**config.mk**
```make
export PLATFORM = sky130hd
export DESIGN_NAME = cpls_top
export DESIGN_NICKNAME = d
export VERILOG_FILES = /design/src/cpls_pkg.sv /design/src/cpls_level_calc.sv /design/src/cpls_top.sv
export SDC_FILE = /design/constraint.sdc
export NUM_CORES = 1
export LEC_CHECK = 0
export ABC_AREA = 1
export ABC_CLOCK_PERIOD_IN_PS = 1400
export BUFFER_PORTS_ARGS = -buffer_cell sky130_fd_sc_hd__buf_2
export CAP_MARGIN = 15
export CORE_ASPECT_RATIO = 0.7
export CORE_UTILIZATION = 30
export DETAILED_ROUTE_END_ITERATION = 8
export PLACE_DENSITY = 0.55
export SYNTH_ARGS = -nofsm -noshare
export SYNTH_HDL_FRONTEND = slang
export SYNTH_SLANG_ARGS = --single-unit
```
**constraint.sdc**
```tcl
create_clock -name clk -period 1.4 [get_ports clk]
set_input_delay 0.07 -clock clk [delete_from_list [all_inputs] [get_ports clk]]
set_output_delay 0.07 -clock clk [all_outputs]
set_load 0.02 [all_outputs]
```
**src/cpls_pkg.sv**
```systemverilog
// Package: register map, field layout and types of the CPU priority level block
package cpls_pkg;

    // ****************************************************************
    // Register map (byte addresses of 32-bit words)
    // ****************************************************************
    localparam logic [11:0] CPLS_ADDR_STATUS  = 12'h000;
    localparam logic [11:0] CPLS_ADDR_CORE    = 12'h004;
    localparam logic [11:0] CPLS_ADDR_INTCTL1 = 12'h008;
    localparam logic [11:0] CPLS_ADDR_LEVEL   = 12'h00c;

    // ****************************************************************
    // Field layout
    // ****************************************************************
    localparam int CPLS_STATUS_W     = 16;
    localparam int CPLS_PRIO_LSB     = 5;
    localparam int CPLS_PRIO_MSB     = 7;
    localparam int CPLS_PRIO_W       = 3;
    localparam int CPLS_LEVEL_W      = 4;
    localparam int CPLS_CORE_HI_BIT  = 3;
    localparam int CPLS_NEST_DIS_BIT = 15;
    localparam int CPLS_BLOCK_BIT    = 4;

    // ****************************************************************
    // Values
    // ****************************************************************
    localparam logic [2:0]  CPLS_PRIO_RESET = 3'h0;
    localparam logic [2:0]  CPLS_PRIO_MAX   = 3'h7;
    localparam logic [15:0] CPLS_REG_RESET  = 16'h0000;
    localparam logic [31:0] CPLS_RD_ZERO    = 32'h0000_0000;

    // Level pair presented to the interrupt logic
    typedef struct packed {
        logic       user_blocked;
        logic [3:0] level;
    } cpls_level_t;

    // APB request bundle
    typedef struct packed {
        logic        psel;
        logic        penable;
        logic        pwrite;
        logic [11:0] paddr;
        logic [31:0] pwdata;
    } cpls_apb_req_t;

endpackage : cpls_pkg

```
**src/cpls_level_calc.sv**
```systemverilog
// Combinational effective priority level and user interrupt block
`timescale 1ns/10ps
`default_nettype none
module cpls_level_calc
    import cpls_pkg::*;
(
    input  wire logic [2:0]       prio_field,    // Three-bit priority field
    input  wire logic             high_prio,     // High priority bit of core control
    output cpls_pkg::cpls_level_t level_out      // Effective level and block flag
);
    always_comb
    begin
        level_out.level        = {high_prio, prio_field};
        level_out.user_blocked = high_prio || (prio_field == CPLS_PRIO_MAX);
    end
endmodule : cpls_level_calc
`default_nettype wire

```
**src/cpls_top.sv**
```systemverilog
// Top: APB register slave holding the CPU priority level state
//
// What this block does
// - Priority field sits in status bits 7..5; value equals level 0 to 7.
// - Field value 111 blocks all user interrupts.
// - Effective level is core control bit 3 above the three-bit field.
// - High priority bit set gives effective level field plus eight.
// - High priority bit set blocks all user interrupts regardless of field.
// - Nesting disable (interrupt control bit 15) makes the field read-only.
//
// The register addresses and the APB interface to the registers are this design's own decisions.
`timescale 1ns/10ps
`default_nettype none
module cpls_top
    import cpls_pkg::*;
(
    input  wire logic                  clk,          // 50 MHz clock
    input  wire logic                  arst_n,       // Async reset, active low
    input  wire cpls_pkg::cpls_apb_req_t apb_req,    // APB request signals
    output logic [31:0]                prdata,       // APB read data
    output logic                       pready,       // APB ready
    output logic                       pslverr,      // APB error
    output logic [3:0]                 cpu_level,    // Effective CPU priority level
    output logic                       user_int_blocked // User interrupts blocked
);
    import cpls_pkg::*;

    // ****************************************************************
    // State
    // ****************************************************************
    logic [2:0]  prio_ff,    nxt_prio;
    logic [15:0] core_ff,    nxt_core;
    logic [15:0] intctl_ff,  nxt_intctl;
    logic [31:0] prdata_ff,  nxt_prdata;
    logic        pready_ff,  nxt_pready;
    logic        pslverr_ff, nxt_pslverr;
    logic [3:0]  level_ff,   nxt_level;
    logic        blk_ff,     nxt_blk;
    cpls_level_t calc;

    logic access;
    logic wr;
    logic hit;
    logic [15:0] status_view;

    // Level computed from the values that will be registered, so the
    // outputs track the register contents with no extra cycle of lag
    cpls_level_calc u_calc (
        .prio_field (nxt_prio),
        .high_prio  (nxt_core[CPLS_CORE_HI_BIT]),
        .level_out  (calc)
    );

    // ****************************************************************
    // Bus decode and next state
    // ****************************************************************
    always_comb
    begin
        // One wait state: pready is registered and rises in the second access-phase cycle
        access      = apb_req.psel && apb_req.penable && !pready_ff;
        wr          = access && apb_req.pwrite;
        hit         = (apb_req.paddr == CPLS_ADDR_STATUS)  ||
                      (apb_req.paddr == CPLS_ADDR_CORE)    ||
                      (apb_req.paddr == CPLS_ADDR_INTCTL1) ||
                      (apb_req.paddr == CPLS_ADDR_LEVEL);
        status_view = CPLS_REG_RESET;
        status_view[CPLS_PRIO_MSB:CPLS_PRIO_LSB] = prio_ff;

        nxt_prio    = prio_ff;
        nxt_core    = core_ff;
        nxt_intctl  = intctl_ff;
        nxt_prdata  = prdata_ff;
        nxt_pready  = access;
        nxt_pslverr = access && !hit;

        if (wr)
        begin
            unique case (apb_req.paddr)
                CPLS_ADDR_STATUS:
                begin
                    // Only the priority field is held here; write blocked
                    // while nesting is disabled
                    if (!intctl_ff[CPLS_NEST_DIS_BIT])
                        nxt_prio = apb_req.pwdata[CPLS_PRIO_MSB:CPLS_PRIO_LSB];
                end
                CPLS_ADDR_CORE:    nxt_core   = apb_req.pwdata[CPLS_STATUS_W-1:0];
                CPLS_ADDR_INTCTL1: nxt_intctl = apb_req.pwdata[CPLS_STATUS_W-1:0];
                default:           nxt_prio   = prio_ff;
            endcase
        end

        if (access && !apb_req.pwrite)
        begin
            nxt_prdata = CPLS_RD_ZERO;
            unique case (apb_req.paddr)
                CPLS_ADDR_STATUS:  nxt_prdata[CPLS_STATUS_W-1:0] = status_view;
                CPLS_ADDR_CORE:    nxt_prdata[CPLS_STATUS_W-1:0] = core_ff;
                CPLS_ADDR_INTCTL1: nxt_prdata[CPLS_STATUS_W-1:0] = intctl_ff;
                CPLS_ADDR_LEVEL:
                begin
                    nxt_prdata[CPLS_LEVEL_W-1:0] = level_ff;
                    nxt_prdata[CPLS_BLOCK_BIT]   = blk_ff;
                end
                default:           nxt_prdata = CPLS_RD_ZERO;
            endcase
        end

    end

    // Level group in its own process: the calculator reads the bus
    // process's next values, so sharing one process would form a false loop
    always_comb
    begin
        nxt_level = calc.level;
        nxt_blk   = calc.user_blocked;
    end

    // ****************************************************************
    // Registers
    // ****************************************************************
    always_ff @(posedge clk or negedge arst_n)
    begin
        if (!arst_n)
        begin
            prio_ff    <= CPLS_PRIO_RESET;
            core_ff    <= CPLS_REG_RESET;
            intctl_ff  <= CPLS_REG_RESET;
            prdata_ff  <= CPLS_RD_ZERO;
            pready_ff  <= 1'b0;
            pslverr_ff <= 1'b0;
            level_ff   <= 4'h0;
            blk_ff     <= 1'b0;
        end
        else
        begin
            prio_ff    <= nxt_prio;
            core_ff    <= nxt_core;
            intctl_ff  <= nxt_intctl;
            prdata_ff  <= nxt_prdata;
            pready_ff  <= nxt_pready;
            pslverr_ff <= nxt_pslverr;
            level_ff   <= nxt_level;
            blk_ff     <= nxt_blk;
        end
    end

    assign prdata           = prdata_ff;
    assign pready           = pready_ff;
    assign pslverr          = pslverr_ff;
    assign cpu_level        = level_ff;
    assign user_int_blocked = blk_ff;

endmodule : cpls_top
`default_nettype wire

```
==> impl_results.md, run 1 <==
- Die width: 115 µm
- Yosys top cell area share: 50.6%
- RSZ-0062 raised after global routing: yes
- Vias: 2210
- Worst vdd ir: 0.500 mV
- Placed insts: 507
- Row count: 28
- Gr ovfl total: 0
- # nets final: 451
- Clock Sinks: 54
- Total Wirelength: 6420 µm
- Initial antenna violation count: 0
- GRT Total Usage: 14.2%
- Main area contributors after synthesis: dfrtp_1, nand2_1, buf_4, inv_1, nand3_1
- IO Count: 88
- Per-cell routed wire length: 12.3 µm
- Later-pin clock latency in the skew report: 0.29 ns
- FF+latch count, synth: 54
- Most common library cells after synthesis: nand2_1, dfrtp_1, inv_1, buf_4, nand3_1
- Fin crit share: 98.2%
- Dominant synthesized flop cell: dfrtp_1
- Largest net degree at the start of global routing: 55
- P_leak: 1.88 nW
- CTS Root Cell: clkbuf_16
- CTS tree: yes
- Largest area contributor in the netlist: dfrtp_1
- Die footprint: 0.00929 mm²
- # port buffers: 55
- Synthesized area per cell: 8.02 µm²
- Required time of the critical path: 1.58 ns
- CP Class: reg2reg
- Sequential share of the synthesized area: 50.6%
- Syn Inst Count: 333
- WP data arrival: 1.55 ns
- Vias in the first global route: 2073
- Synth warn: 0
- Post-DP HPWL: 4480 µm
- Pwr dens: 878 mW/mm²
- DRC viols: 0
- HP Class: in2reg
- Fin crit period: 1.37 ns
- Routed Antenna Nets: 0
- Post-synthesis cell type count: 21
- FILL cells: 904
- Die Y: 80.9 µm
- Status: finished, final reports clean
- # Max-Cap Violations: 0
- Crit-path max FO: 15
- Vias per Instance: 4.23
- Core Area: 0.00855 mm²
- Layout Skew: 0.00716 ns
- Initial Util: 31.2%
- Netlist Area Pre-Place: 0.00267 mm²
- Fmax: 727 MHz
- Top-count cell post-synth: nand2_1
- Final worst setup slack: 0.0251 ns
- Drt initial violations: 87
- EDFF count, synth: 0
- Endpoints failing setup: 0
- First-pass GRT wire length: 10100 µm
- Final hold violation count: 0
- H-tree Lvls: 2
- Finished Layout Cells: 523
- Layout cells sized above 1: 30.5%
- Placement Setup Slack: 0.0164 ns
- Inserted Clock Buffers: 5
- Number of diodes: 0
- Pre-antenna DRT Iters: 4
- P&R area growth vs syn: 29.3%
- Clock buffer depth: 2
- Post-synth ARST share: 100%
- Crit path launch type: register
- Final Max Slew Viols: 0
- Clock transition at the registers of the reported paths: 0.07 ns
- Pwr Total: 3.03 mW
- GPL Wtd Cong: 0.806
- Critical Path End Type: register
final timing paths:
kind / depth (start not counted) / to / from / slack [ns]
setup / recovery: 8 / core_ff[14]$_DFFE_PN0P_ / pready$_DFF_PN0_ / 0.03
hold / removal: 3 / core_ff[4]$_DFFE_PN0P_ / apb_req[4] / 0.04
setup reg to reg: 8 / core_ff[14]$_DFFE_PN0P_ / pready$_DFF_PN0_ / 0.03
hold reg to reg: 2 / prdata[8]$_DFFE_PN0P_ / prdata[8]$_DFFE_PN0P_ / 0.47
max in group asynchronous: 3 / prdata[15]$_DFFE_PN0P_ / arst_n / 0.84
min in group asynchronous: 3 / user_int_blocked$_DFF_PN0_ / arst_n / 0.30
repair_timing:
action	CTS	global route
buffers inserted	0	5
gates cloned	0	2
gates resized for setup	0	31
hold endpoints to repair	54	0
setup endpoints to repair	5	48
hold buffers	1	0
pin swaps	1	6
routing by layer:
layer	routed length, µm	track usage, %
met1	3160	19.9
met2	2930	22.7
met3	297	2.91
met4	34	2.73
met5	0	0
metrics by stage:
stage | util, % | cell area [µm²] | hold WS, ns | setup TNS (ns)
after floorplan | - | 2730 | -0.226 | 0
after CTS | 37.8 | 3230 | 0.0409 | 0
after global routing | 40.4 | 3450 | 0.0477 | -0.727
after detailed placement | 35.9 | 3070 | 0.0878 | 0
final | 40.4 | 3450 | 0.0409 | 0
after global placement | 35.9 | 3070 | 0.0848 | 0
logic make-up (layout without fill, tap and decap cells):
family,count (synthesis),after routing,synth area share [%]
other,1,16,0.140
buffers and inverters,60,114,12.4
DFF,54,54,50.6
AOI/OAI and AO/OA,35,35,7.69
and+or+nand+nor,183,184,29.1
where the power goes:
part           total (mW)  leakage [nW]  switching, mW  internal, mW
Clock                1.24        0.0704          0.564         0.673
Combinational       0.230          1.07          0.153        0.0771
Sequential           1.57         0.743        0.00246          1.56
Total                3.03          1.88          0.719          2.31
cells in the final DEF (no fill, tap or decap):
cell type | netlist | routed
o21ai_2 | 8 | 11
nand3_1 | 18 | 16
nor3_1 | 2 | 2
buf_6 | 4 | 1
inv_2 | 0 | 2
nor3_4 | 2 | 2
nor2_1 | 7 | 6
nand4_1 | 2 | 2
nand2_4 | 1 | 3
clkinv_4 | 0 | 1
nand2_8 | 0 | 2
buf_4 | 20 | 10
buf_2 | 1 | 55
inv_1 | 32 | 29
buf_12 | 0 | 6
o21ai_0 | 16 | 15
nand3_4 | 0 | 1
o21ai_1 | 11 | 9
dlygate4sd3_1 | 0 | 1
conb_1 | 1 | 16
nand2_2 | 3 | 13
nor2_2 | 3 | 2
dfrtp_1 | 54 | 54
nand2_1 | 143 | 130
inv_6 | 0 | 1
clkinvlp_4 | 0 | 2
clkbuf_16 | 0 | 6
nor2_4 | 1 | 3
nand3_2 | 1 | 2
sequential cells by signal, indices dropped and copies added, names as in the netlist:
register	cells
user_int_blocked	1
prdata	16
core_ff	16
cpu_level	3
pready	1
pslverr	1
intctl_ff	16
area by class of cell:
type,count,area [µm²],share of cell area (%)
flip-flops and latches,54,1350,39.1
well taps,120,150,4.35
inverters,32,124,3.59
clock inverters,3,25.0,0.725
clock buffers,5,125,3.62
multi-input cells,235,1160,33.6
repair buffers,74,517,15.0
critical path: stages, from the launching register on:
cell and delay, ns:
dfrtp_1 0.39, inv_2 0.07, nand3_4 0.07, nor2_4 0.16, buf_12 0.14, buf_12 0.12, nand2_8 0.13, nand2_1 0.11
o21ai_1 0.06
Note: power is estimated with default switching activity, not from simulation.
==> inputs of run 2 (changes only) <==
- MAX_ROUTING_LAYER: default -> met4
==> impl_results.md, run 2 (synthesis results as in run 1) <==
- Status: finished, final reports clean
- Vias: 2231 (+0.95%)
- CTS tree: yes
- Fmax: 728 MHz (+0.14%)
- WP data arrival: 1.55 ns (about the same)
- Crit path launch type: register
- Most frequent cells in the layout: nand2_1, buf_2, dfrtp_1
- Pre-antenna DRT Iters: 4 (unchanged)
- Die width: 115 µm (unchanged)
- Post-DP HPWL: 4480 µm (unchanged)
- Routed Antenna Nets: 0 (unchanged)
- Placed insts: 507 (unchanged)
- Final Max Slew Viols: 0 (unchanged)
- IO Count: 88 (unchanged)
- RSZ-0062 raised after global routing: yes
- GRT Total Usage: 14.6% (+0.43 points)
- Clock transition at the registers of the reported paths: 0.07 ns (about the same)
- Required time of the critical path: 1.58 ns (about the same)
- Inserted Clock Buffers: 5 (unchanged)
- Crit-path max FO: 15 (unchanged)
- Number of diodes: 0 (unchanged)
- Largest net degree at the start of global routing: 55 (unchanged)
- Fin crit period: 1.37 ns (-0.00192 ns)
- GPL Wtd Cong: 0.818 (+1.5%)
- Vias in the first global route: 2076 (+0.14%)
- Layout Skew: 0.00720 ns (+0.0000370 ns)
- Pwr dens: 878 mW/mm² (about the same)
- Row count: 28 (unchanged)
- Endpoints failing setup: 0 (unchanged)
- Die footprint: 0.00929 mm² (unchanged)
- Vias per Instance: 4.27 (+0.95%)
- Gr ovfl total: 0 (unchanged)
- Final instance area: 0.00346 mm² (+0.15%)
- Die Y: 80.9 µm (unchanged)
- Finished Layout Cells: 523 (unchanged)
- FILL cells: 904 (unchanged)
- # port buffers: 55 (unchanged)
- CTS Root Cell: clkbuf_16
- Final hold violation count: 0 (unchanged)
- Clock buffer depth: 2 (unchanged)
- CP Class: reg2reg
- Critical Path End Type: register
- P_leak: 1.89 nW (about the same)
- Fin crit share: 98.1% (-0.14 points)
- # Max-Cap Violations: 0 (unchanged)
- Core Area: 0.00855 mm² (unchanged)
- First-pass GRT wire length: 10100 µm (about the same)
- Placement Cell Area: 0.00307 mm² (unchanged)
- DRC viols: 0 (unchanged)
- Later-pin clock latency in the skew report: 0.29 ns (about the same)
- P&R area growth vs syn: 29.5%
- Clock Sinks: 54 (unchanged)
- Initial Util: 31.2% (unchanged)
- Worst vdd ir: 0.500 mV (about the same)
- Commonest non-fill, non-tap cell in the layout: nand2_1
- Total Wirelength: 6450 µm (+0.42%)
- HP Class: in2reg
- Drt initial violations: 83 (-4.6%)
- # nets final: 451 (unchanged)
- Layout cells sized above 1: 30.5% (unchanged)
- Initial antenna violation count: 0 (unchanged)
- H-tree Lvls: 2 (unchanged)
- Per-cell routed wire length: 12.3 µm (+0.42%)
[run 2: report_power, final]
part           switching [mW]  internal, mW
Clock                   0.567         0.673
Combinational           0.153        0.0771
Sequential            0.00248          1.56
[run 2: final timing paths]
check | from | endpoint | slack (ns) | cells after the start
max | pready$_DFF_PN0_ | core_ff[14]$_DFFE_PN0P_ | 0.03 | 8
min | apb_req[4] | core_ff[4]$_DFFE_PN0P_ | 0.04 | 3
max reg2reg | pready$_DFF_PN0_ | core_ff[14]$_DFFE_PN0P_ | 0.03 | 8
min reg2reg | prdata[8]$_DFFE_PN0P_ | prdata[8]$_DFFE_PN0P_ | 0.47 | 2
max in group asynchronous | arst_n | prdata[15]$_DFFE_PN0P_ | 0.85 | 3
min in group asynchronous | arst_n | user_int_blocked$_DFF_PN0_ | 0.30 | 3
[run 2: final cells by class]
cell class / count / area, µm² / share of cell area [%]
Sequential cell: 54 / 1350 / 39.1
Multi-Input combinational cell: 235 / 1170 / 33.7
Timing Repair Buffer: 74 / 517 / 14.9
Tap cell: 120 / 150 / 4.34
Clock buffer: 5 / 125 / 3.62
Inverter: 32 / 124 / 3.58
Clock inverter: 3 / 25.0 / 0.724
[run 2: metrics by stage]
stage | total power [mW] | hold WS (ns) | worst slack, ns | utilization (%) | setup TNS (ns)
after floorplan | 1.73 | -0.226 | 0.00155 | - | 0
final | 3.04 | 0.0397 | 0.0270 | 40.5 | 0
after CTS | 3.04 | 0.0409 | 0.0186 | 37.8 | 0
after global routing | 3.17 | 0.0483 | -0.0581 | 40.5 | -0.726
after detailed placement | 1.80 | 0.0878 | 0.0164 | 35.9 | 0
after global placement | 1.80 | 0.0848 | 0.0241 | 35.9 | 0
[run 2: critical path: stages, from the launching register on]
cell	delay, ns
dfrtp_1	0.39
inv_2	0.07
nand3_4	0.07
nor2_4	0.16
buf_12	0.14
buf_12	0.12
nand2_8	0.13
nand2_1	0.11
o21ai_1	0.06
[run 2: what timing repair did]
item / CTS / global route
resized for setup: 0 / 32
setup endpoints to repair: 5 / 48
endpoints found under the hold margin: 54 / 0
setup buffers: 0 / 5
pin swaps: 1 / 6
hold buffers: 1 / 0
gates cloned: 0 / 2
[run 2: routing by layer]
metal | wire length [µm] | vias up | track usage (%)
li1 | - | 1153 | -
met1 | 3200 | 1028 | 19.8
met2 | 2910 | 44 | 22.8
met3 | 286 | 6 | 2.91
met4 | 49 | 0 | 2.73
met5 | 0 | - | -
